File: config.mk
export PLATFORM = sky130hd
export DESIGN_NAME = hscv_validator
export DESIGN_NICKNAME = d
export VERILOG_FILES = /design/src/common/hscv_pkg.sv /design/src/verilog/hscv_validator.sv
export SDC_FILE = /design/constraint.sdc
export NUM_CORES = 1
export LEC_CHECK = 0
export ABC_CLOCK_PERIOD_IN_PS = 7100
export BUFFER_PORTS_ARGS = -buffer_cell sky130_fd_sc_hd__buf_2
export CORE_MARGIN = 3
export CORE_UTILIZATION = 40
export DETAILED_ROUTE_END_ITERATION = 8
export HOLD_SLACK_MARGIN = 0.08
export PLACE_DENSITY_LB_ADDON = 0.1
export SLEW_MARGIN = 20
export SYNTH_ARGS = -nofsm -noshare
export SYNTH_HDL_FRONTEND = slang
export SYNTH_SLANG_ARGS = --single-unit
File: constraint.sdc
create_clock -name core_clk_i -period 7.1 [get_ports core_clk_i]
set_input_delay 1.775 -clock core_clk_i [delete_from_list [all_inputs] [get_ports core_clk_i]]
set_output_delay 1.775 -clock core_clk_i [all_outputs]
set_load 0.02 [all_outputs]
File: src/common/hscv_pkg.sv
// constants and carriers for the counter configuration validator
`default_nettype none
package hscv_pkg;
	localparam int unsigned NUM_CHAN = 2;
	localparam int unsigned NUM_OUT  = 4;
	// counter operating modes and the mode and storage limits as coded in the configuration
	localparam logic [2:0] MODE_FREQ   = 3'h3;
	localparam logic [2:0] MODE_PERIOD = 3'h4;
	localparam logic [2:0] MODE_CONT   = 3'h5;
	localparam logic [2:0] MODE_LIMIT  = 3'h7;
	localparam logic [2:0] STORE_LIMIT = 3'h6;
	// value limits
	localparam logic [31:0] LIMIT_24BIT     = 32'h00FF_FFFE;
	localparam logic [15:0] SCALE_FREQ_MAX  = 16'h07D0;
	localparam logic [15:0] SCALE_FREQ_STEP = 16'h000A;
	localparam logic [15:0] SCALE_RATE_MAX  = 16'h0100;
	localparam logic [3:0]  TIE_MAX         = 4'h2;
	localparam logic [3:0]  ACTION_MAX      = 4'h2;
	// error classes, second-lowest digit of the code (bits 7:4)
	localparam logic [3:0] ERR_COUNTER_MODE   = 4'h1;
	localparam logic [3:0] ERR_STORAGE_MODE   = 4'h2;
	localparam logic [3:0] ERR_ROLLOVER_VALUE = 4'h3;
	localparam logic [3:0] ERR_PRESET_VALUE   = 4'h4;
	localparam logic [3:0] ERR_SCALER_VALUE   = 4'h5;
	localparam logic [3:0] ERR_OUTPUT_TIE     = 4'h6;
	localparam logic [3:0] ERR_FAULT_ACTION   = 4'h7;
	localparam logic [3:0] ERR_PROGRAM_ACTION = 4'h8;
	localparam logic [3:0] ERR_WINDOW_LIMIT   = 4'h9;
	localparam int unsigned NUM_CLASS = 9;
	localparam logic [15:0] ERR_NONE = 16'h0000;
	// reset values
	localparam logic [15:0] CODE_RST = 16'h0000;

	typedef struct packed {
		logic [2:0]  mode;
		logic [2:0]  storage;
		logic [31:0] rollover;
		logic [31:0] preset;
		logic [15:0] scaler;
	} hscv_chan_cfg_t;

	typedef struct packed {
		logic [3:0]  tie;
		logic [3:0]  fault_action;
		logic [3:0]  program_action;
		logic [31:0] on_limit;
		logic [31:0] off_limit;
	} hscv_out_cfg_t;

	typedef struct packed {
		hscv_chan_cfg_t [NUM_CHAN-1:0] chan;
		hscv_out_cfg_t  [NUM_OUT-1:0]  outp;
	} hscv_cfg_t;

	typedef struct packed {
		logic keying_en;
		logic identity_match;
		logic size_ok;
		logic format_ok;
	} hscv_conn_req_t;

	typedef enum logic [0:0] {
		ST_IDLE  = 1'b0,
		ST_CHECK = 1'b1
	} hscv_state_t;
endpackage
`default_nettype wire

File: src/verilog/hscv_validator.sv
// configuration checker and connection gate for a two-channel counter
`default_nettype none
module hscv_validator (
	input  wire logic                    core_clk_i,
	input  wire logic                    rst_n_i,
	input  wire logic                    cfg_load_i,
	input  wire hscv_pkg::hscv_cfg_t     cfg_i,
	input  wire logic                    comm_fault_i,
	input  wire logic                    run_mode_i,
	input  wire logic                    conn_req_i,
	input  wire hscv_pkg::hscv_conn_req_t conn_i,
	output var  logic                    cfg_done_o,
	output var  logic                    cfg_err_o,
	output var  logic [15:0]             extended_error_field_o,
	output var  logic                    cfg_applied_o,
	output var  logic                    conn_accept_o,
	output var  logic                    conn_reject_o
);
	import hscv_pkg::*;

	hscv_state_t state_q, state_d;
	hscv_cfg_t   cfg_q, cfg_d;
	logic        done_q, done_d;
	logic        err_q, err_d;
	logic [15:0] code_q, code_d;
	logic        applied_q, applied_d;
	logic        acc_q, acc_d;
	logic        rej_q, rej_d;
	logic        flt_meta_q, flt_sync_q;
	logic        run_meta_q, run_sync_q;

	logic [NUM_CHAN-1:0] bad_mode, bad_store, bad_roll, bad_pre, bad_scale;
	logic [NUM_OUT-1:0]  bad_tie, bad_flt, bad_prog, bad_win;
	logic                run_fault;
	logic                any_err;
	logic [15:0]         first_code;

	// pins from outside the clock domain pass two flops first
	assign run_fault = flt_sync_q & run_sync_q;

	genvar gc;
	generate
		for (gc = 0; gc < NUM_CHAN; gc++) begin : g_chan
			logic        is_freq, is_rate, is_cnt;
			logic [15:0] sc;
			assign sc      = cfg_q.chan[gc].scaler;
			assign is_freq = cfg_q.chan[gc].mode == MODE_FREQ;
			assign is_rate = (cfg_q.chan[gc].mode == MODE_PERIOD) ||
				(cfg_q.chan[gc].mode == MODE_CONT);
			assign is_cnt  = !is_freq && !is_rate;
			assign bad_mode[gc]  = cfg_q.chan[gc].mode >= MODE_LIMIT;
			assign bad_store[gc] = (cfg_q.chan[gc].storage >= STORE_LIMIT) ||
				(is_freq && (cfg_q.chan[gc].storage != 3'h0));
			assign bad_roll[gc]  = (cfg_q.chan[gc].rollover > LIMIT_24BIT) ||
				(is_rate && (cfg_q.chan[gc].rollover != 32'h0000_0000));
			// rollover zero makes any preset illegal outside the rate modes
			// rate modes force rollover to zero, so only the zero check applies there
			assign bad_pre[gc]   = (!is_rate &&
				(cfg_q.chan[gc].preset >= cfg_q.chan[gc].rollover)) ||
				(is_rate && (cfg_q.chan[gc].preset != 32'h0000_0000));
			assign bad_scale[gc] =
				(is_freq && (sc > SCALE_FREQ_MAX)) ||
				(is_freq && ((sc % SCALE_FREQ_STEP) != 16'h0000)) ||
				(is_cnt && (sc != 16'h0000)) ||
				(is_rate && ((sc > SCALE_RATE_MAX) ||
				((sc & (sc - 16'h0001)) != 16'h0000)));
		end
		for (gc = 0; gc < NUM_OUT; gc++) begin : g_out
			assign bad_tie[gc]  = cfg_q.outp[gc].tie > TIE_MAX;
			assign bad_flt[gc]  = (cfg_q.outp[gc].fault_action > ACTION_MAX) ||
				run_fault;
			assign bad_prog[gc] = cfg_q.outp[gc].program_action > ACTION_MAX;
			assign bad_win[gc]  = (cfg_q.outp[gc].on_limit > LIMIT_24BIT) ||
				(cfg_q.outp[gc].off_limit > LIMIT_24BIT);
		end
	endgenerate

	// lowest class first, then lowest channel or output
	always_comb begin
		logic [NUM_CLASS-1:0][3:0] cls;
		logic                      found;
		cls   = {bad_win, bad_prog, bad_flt, bad_tie, {2'b00, bad_scale},
			{2'b00, bad_pre}, {2'b00, bad_roll}, {2'b00, bad_store}, {2'b00, bad_mode}};
		found = 1'b0;
		first_code = ERR_NONE;
		for (int k = 0; k < NUM_CLASS; k++) begin
			for (int i = 0; i < NUM_OUT; i++) begin
				if (!found && cls[k][i]) begin
					found = 1'b1;
					// low digit is index plus one for channels and outputs
					first_code = {8'h00, 4'(k + 1), 4'(i + 1)};
				end
			end
		end
		any_err = found;
	end

	always_comb begin
		state_d   = state_q;
		cfg_d     = cfg_q;
		done_d    = 1'b0;
		err_d     = err_q;
		code_d    = code_q;
		applied_d = applied_q;
		acc_d     = 1'b0;
		rej_d     = 1'b0;
		case (state_q)
			ST_IDLE: begin
				// a load is only taken whole; partial edits never reach the checker
				if (cfg_load_i) begin
					cfg_d   = cfg_i;
					state_d = ST_CHECK;
				end
			end
			ST_CHECK: begin
				done_d    = 1'b1;
				err_d     = any_err;
				code_d    = first_code;
				applied_d = !any_err;
				state_d   = ST_IDLE;
			end
			default: begin
				state_d = ST_IDLE;
			end
		endcase
		if (conn_req_i) begin
			// identity ignored with keying off, size and format never are
			if ((!conn_i.keying_en || conn_i.identity_match) &&
				conn_i.size_ok && conn_i.format_ok) begin
				acc_d = 1'b1;
			end else begin
				rej_d = 1'b1;
			end
		end
	end

	always_ff @(posedge core_clk_i or negedge rst_n_i) begin
		if (!rst_n_i) begin
			state_q    <= ST_IDLE;
			cfg_q      <= '0;
			done_q     <= 1'b0;
			err_q      <= 1'b0;
			code_q     <= CODE_RST;
			applied_q  <= 1'b0;
			acc_q      <= 1'b0;
			rej_q      <= 1'b0;
			flt_meta_q <= 1'b0;
			flt_sync_q <= 1'b0;
			run_meta_q <= 1'b0;
			run_sync_q <= 1'b0;
		end else begin
			state_q    <= state_d;
			cfg_q      <= cfg_d;
			done_q     <= done_d;
			err_q      <= err_d;
			code_q     <= code_d;
			applied_q  <= applied_d;
			acc_q      <= acc_d;
			rej_q      <= rej_d;
			flt_meta_q <= comm_fault_i;
			flt_sync_q <= flt_meta_q;
			run_meta_q <= run_mode_i;
			run_sync_q <= run_meta_q;
		end
	end

	assign cfg_done_o             = done_q;
	assign cfg_err_o              = err_q;
	assign extended_error_field_o = code_q;
	assign cfg_applied_o          = applied_q;
	assign conn_accept_o          = acc_q;
	assign conn_reject_o          = rej_q;
endmodule
`default_nettype wire
==> results of run 1 <==
logic make-up after synthesis:
group | after synthesis | synth area share (%)
and+or+nand+nor | 555 | 11.6
DFF | 493 | 49.2
AOI/OAI and AO/OA | 471 | 13.6
muxes | 398 | 17.9
buffers and inverters | 230 | 3.82
adders and majority gates | 68 | 3.37
xor gates and xnor gates | 13 | 0.484
other | 1 | 0.0150
stage by stage:
step | setup slack [ns] | util, %
floorplan | 1.33 | -
global placement | 0.411 | 45.7
detailed placement | 0.178 | 45.7
CTS | 0.0923 | 48.5
global route | -0.0110 | 48.8
finish | 0.418 | 48.8
flip-flops by register name, summed over array words and instances (netlist names):
| signal | cells |
|---|---|
| conn_reject_o | 1 |
| run_meta_q | 1 |
| cfg_applied_o | 1 |
| flt_sync_q | 1 |
| cfg_err_o | 1 |
| conn_accept_o | 1 |
| extended_error_field_o | 7 |
| run_sync_q | 1 |
| flt_meta_q | 1 |
| state_q | 1 |
| cfg_done_o | 1 |
| g_chan.sc | 32 |
| cfg_q | 444 |
worst min path at each step:
stage	startpoint	end	slack, ns	cells after the start
finish	flt_meta_q$_DFF_PN0_	flt_sync_q$_DFF_PN0_	0.35	0
global route	flt_meta_q$_DFF_PN0_	flt_sync_q$_DFF_PN0_	0.36	0
CTS	flt_meta_q$_DFF_PN0_	flt_sync_q$_DFF_PN0_	0.35	0
detailed placement	flt_meta_q$_DFF_PN0_	flt_sync_q$_DFF_PN0_	0.34	0
global placement	run_meta_q$_DFF_PN0_	run_sync_q$_DFF_PN0_	0.34	0
floorplan	flt_meta_q$_DFF_PN0_	flt_sync_q$_DFF_PN0_	0.33	0
cell usage after synthesis, types with 10 or more instances:
library cell	number	area (sq um)
nor4_1	61	382
nor2_1	83	312
a221oi_1	11	96.3
buf_4	15	113
o211ai_1	18	135
ha_1	66	826
a21o_1	28	210
a31oi_1	12	75.1
a21oi_1	54	270
mux2_2	394	4440
a211oi_1	24	180
nand3_1	26	130
clkbuf_1	95	357
nand2_1	158	593
and3_1	10	62.6
o21ai_0	129	646
buf_2	18	90.1
o21a_1	10	75.1
inv_1	96	360
dfrtp_1	493	12300
nand2b_1	18	113
nor3_1	35	175
a22oi_1	11	82.6
nand4_1	89	557
o2111ai_1	13	114
nor2b_1	17	106
timing repair:
item | 4_1_cts | 5_1_grt
buffers inserted | 0 | 5
setup endpoints to repair | 0 | 9
gates resized for setup | 0 | 9
placed cells by master, fill, tap and decap left out, drive strengths merged, types with 62 or more instances in the layout:
master  netlist  routed
dfrtp       493     493
ha           66      66
nor2         86      86
o21ai       139     139
inv          96     100
nor4         62      62
clkbuf       95      84
nand2       158     158
buf          36     519
mux2        394     394
nand4        90      90
report_power, final:
part	internal (mW)	total [mW]	switching [mW]	leakage (nW)
Combinational	1.09	2.45	1.36	6.43
Sequential	3.22	3.55	0.337	5.82
Clock	1.63	2.80	1.17	0.869
routing by layer:
layer  part of all wire, %  vias up
met3                   7.7      152
li1                      -     9252
met1                    42     9709
met4                   2.3       44
met2                    48      548
met5                  0.41        -
layout make-up:
class	count	area, sq um	share of cell area [%]
multi-input combinational	1514	11900	39.3
clock inverter	14	164	0.543
timing repair buffer	519	2710	8.99
clock buffer	84	1610	5.32
antenna	27	67.6	0.224
inverter	99	372	1.23
sequential	493	12300	40.9
tap	837	1050	3.47
==> metrics.csv, run 1 <==
metric,value,unit
ioPinCount,507,
cts_buffers,55,
syn2layout_area_growth,20.3,%
cp-startpoint,g_chan[1].sc[11]$_DFFE_PN0P_,
clkSinkCount,493,
hold_class,register to register,
synthesis.area,25100,sq um
initialDrtViolationCount,1155,
remaining_drc_errors,0,
use_met1,28.1,%
clkTransAtPathRegs,0.06,ns
coreArea,61800,sq um
synth_cell_types,116,
postPlaceCellArea,28200,sq um
die_height,256,microns
skew,0.0129,ns
grt-ovfl-total,0,
critPathSlowestCell,dfrtp_1,
firstDrtPassIters,8,
drt-wirelength-per-cell,21.0,microns
synth-seq-area-share,49.2,%
ys_async_sr_fraction,100,%
vias,19700,
worstSkewPairLatency,0.61,ns
dp.cells,3457,
synthFlopType,dfrtp_1,
relSlewSlack,25.4,%
numPortBuffers,497,
crit_type,register to register,
dp_hpwl,57100,microns
synth-edff-count,0,
path_buf_inv,1,
whs,0.351,ns
hold_viol_final,0,
setup_viol,0,
ys_ff_latch,493,
fillers,5747,
arrival,7.17,ns
synth.avg_cell_area,11.2,sq um
cts_tree,built,
path_depth,26,
use_met3,7.31,%
clock_path_buffers,3,
grt_use_met2,37.1,%
fin_crit,6.68,ns
cts_root_buf,clkbuf_16,
antenna_found_initial,50,
crit_path_end,extended_error_field_o[0]$_DFFE_PN0P_,
crit_fanout,19,
synthCells,2229,
grt_max_degree,202,
place_congestion,0.845,
cellPowerDensity,292,nW/um^2
layout-drive-gt1-share,38.5,%
initial_core_util,40.5,%
worst_pin_slew,1.12,ns
critical-path-max-stage-delay,0.59,ns
die_area,65700,sq um
setup_tns,0,ns
p_total,8.81,mW
wirelength,75200,microns
status,"finished, final reports clean",
cp-end-kind,register,
rows,91,
timing.rr.end,extended_error_field_o[0]$_DFFE_PN0P_,
crit_family,compound AO/OA/AOI/OAI gates,
die_w,256,microns
vdd_ir_drop_max,0.000207,V
grt_use_total,22.4,%
drv_cap,0,
worstReg2RegStart,g_chan[1].sc[11]$_DFFE_PN0P_,
grt_pass1_wl,117000,microns
worst-r2r-cell-count,26,
period_share,94.1,%
nets,3234,
postRouteAntennaNets,0,
fin_cells,3587,
p_leak,13.1,nW
rrSetupSlack,0.42,ns
worst_ep_required_time,7.59,ns
grt_pass1_vias,20300,
final_max_slew_viol_count,0,
yosysWarningCount,0,
holdBufCountCts,0,
crit_path_start_kind,register,
avgViaCountPerCell,5.49,
clock.fmax,150,MHz
final_cell_area,30200,sq um
top_usage_layer,met2,
htreeDepth,2,
Note: power is estimated with default switching activity, not from simulation.
==> run 2: changes to the inputs <==
Settings changed: CTS_BUF_LIST set to sky130_fd_sc_hd__clkbuf_8.
==> metrics.csv, run 2 (same netlist as run 1, synthesis figures left out) <==
metric,value,unit,change
seq_area,12300,sq um,unchanged
status,"finished, final reports clean",,
vias,20000,,+1.7%
cellPowerDensity,286,nW/um^2,-1.9%
whs,0.345,ns,-0.00590 ns
dp_hpwl,57100,microns,unchanged
coreArea,61800,sq um,unchanged
htreeDepth,3,,+1
critical-path-max-stage-delay,0.58,ns,about the same
cts_buffers,89,,+62%
die_area,65700,sq um,unchanged
die_w,256,microns,unchanged
avgViaCountPerCell,5.50,,about the same
hold_class,register to register,,
comb_power_share,28.4,%,+0.6 points
initialDrtViolationCount,1122,,-2.9%
firstDrtPassIters,7,,-1
layout_common_cells,"496 x buf_2, 493 x dfrtp_1, 394 x mux2_2",,
worst_ep_required_time,7.65,ns,+0.06 ns
critPathSlowestCell,dfrtp_1,,
grt_pass1_wl,118000,microns,+1.0%
swShare,33.7,%,+1.2 points
largest_reg_flops,444,,unchanged
remaining_drc_errors,0,,unchanged
crit_fanout,19,,unchanged
cts_tree,built,,
switchingPower,2.91,mW,+1.6%
numPortBuffers,497,,unchanged
syn2layout_area_growth,20.3,%,about the same
clock_path_buffers,3,,unchanged
initial_core_util,40.5,%,unchanged
crit_family,compound AO/OA/AOI/OAI gates,,
grt_max_degree,202,,unchanged
crit_type,register to register,,
clkTransAtPathRegs,0.06,ns,about the same
fillers,5806,,+1.0%
drt-wirelength-per-cell,20.8,microns,-0.79%
place_congestion,0.845,,unchanged
clock.fmax,150,MHz,+0.51%
layout-drive-gt1-share,39.1,%,+0.56 points
seqPwrFrac,41.2,%,+0.9 points
vdd_ir_drop_max,0.000202,V,-2.4%
fin_crit,6.65,ns,-0.0341 ns
antenna_found_initial,49,,-2.0%
cp-end-kind,register,,
setup_tns,0,ns,unchanged
crit_path_start_kind,register,,
cts_root_buf,clkbuf_8,,
path_buf_inv,1,,unchanged
hold_start,flt_meta_q$_DFF_PN0_,,
grt_pass1_vias,20700,,+2.0%
die_height,256,microns,unchanged
grt-ovfl-total,0,,unchanged
p_int,5.73,mW,-3.6%
hold_viol_final,0,,unchanged
setup_viol,0,,unchanged
multiInputGateArea,11900,sq um,unchanged
grt_use_total,22.7,%,+0.30 points
p_total,8.64,mW,-1.9%
final_max_slew_viol_count,0,,unchanged
p_leak,13.3,nW,+1.4%
skew,0.0409,ns,+0.0280 ns
rsz0062_at_grt,false,,
final_common_cell,buf_2,,
wirelength,75800,microns,+0.84%
max_flop_register,cfg_q,,
worstReg2RegStart,g_chan[1].sc[14]$_DFFE_PN0P_,,
holdBufCountCts,0,,unchanged
worstSkewPairLatency,0.70,ns,+0.09 ns
nets,3268,,+1.1%
clkSinkCount,493,,unchanged
drv_cap,0,,unchanged
p_clk_share,30.5,%,-1.3 points
period_share,93.6,%,-0.48 points
worst_pin_slew,1.22,ns,+0.104 ns
rows,91,,unchanged
ioPinCount,507,,unchanged
relSlewSlack,18.4,%,-7.0 points
cp-startpoint,g_chan[1].sc[14]$_DFFE_PN0P_,,
postRouteAntennaNets,0,,unchanged
arrival,7.20,ns,+0.03 ns
## run 2: cell types whose count changed in the layout (fill, tap and decap cells not counted), sizes merged
cell,before,now
clkinvlp,1,0
clkbuf,84,108
clkinv,10,13
diode,27,25
bufinv,2,1
inv,100,136
## run 2: final timing paths
path	to	slack [ns]	depth (start not counted)
max in group asynchronous	cfg_q[185]$_DFFE_PN0P_	4.44	2
min in group asynchronous	conn_accept_o$_DFF_PN0_	1.13	1
worst min-delay path	flt_sync_q$_DFF_PN0_	0.35	0
worst max-delay path	extended_error_field_o[0]$_DFFE_PN0P_	0.45	26
worst min register to register	flt_sync_q$_DFF_PN0_	0.35	0
worst max register to register	extended_error_field_o[0]$_DFFE_PN0P_	0.45	26
## run 2: cell type report
class / instances / area share (%)
diodes: 25 / 0.207
clock buffers: 108 / 4.93
clock inverters: 51 / 0.929
inverters: 99 / 1.23
multi-input cells: 1514 / 39.3
flip-flops and latches: 493 / 40.9
well taps: 837 / 3.47
repair buffers: 519 / 8.99
## run 2: timing repair
item,4_1_cts,5_1_grt
endpoints found under the setup margin,0,9
buffers inserted,0,5
endpoints found under the hold margin,0,0
gates resized for setup,0,9
## run 2: power groups by stage
stage          clock (mW)  sequential, mW  combinational (mW)
2_1_floorplan           0            3.45                1.83
3_3_place_gp            0            3.58                2.35
3_5_place_dp            0            3.60                2.39
4_1_cts              2.72            3.55                2.40
5_1_grt              2.85            3.62                2.71
6_report             2.63            3.56                2.45
## run 2: worst reg2reg max path: stages (launching register included)
cell and delay (ns):
dfrtp_1 0.58, nor2b_2 0.33, xor2_1 0.36, a211oi_2 0.12, buf_4 0.20, a2111oi_2 0.31, o21a_2 0.21, nor3_1 0.08
or4_1 0.51, a31o_2 0.36, a2111oi_2 0.43, a31oi_1 0.15, a22oi_2 0.30, nor2_1 0.08, a32oi_1 0.15, a21oi_1 0.06
a211oi_1 0.38, ha_1 0.29, nand2_1 0.06, nor3_1 0.15, a311oi_1 0.08, nand4_1 0.13, a211o_1 0.14, a31o_2 0.22
nand4_4 0.16, or4_1 0.55, o211a_1 0.12
## run 2: metal layers
| layer | global-route usage, % | wire (microns) | vias to the layer above |
|---|---|---|---|
| li1 | - | - | 9343 |
| met1 | 28.2 | 31700 | 9943 |
| met2 | 37.7 | 36700 | 556 |
| met3 | 7.61 | 5520 | 150 |
| met4 | 6.26 | 1660 | 46 |
| met5 | 0 | 317 | - |
## run 2: metrics by stage
stage | worst slack, ns | utilization, % | cells | instance area (sq um)
floorplan | 1.33 | - | 2237 | 25100
global placement | 0.411 | 45.7 | 3457 | 28200
detailed placement | 0.178 | 45.7 | 3457 | 28200
CTS | 0.116 | 48.5 | 3616 | 30000
global route | 0.0301 | 48.7 | 3637 | 30100
finish | 0.452 | 48.8 | 3646 | 30200
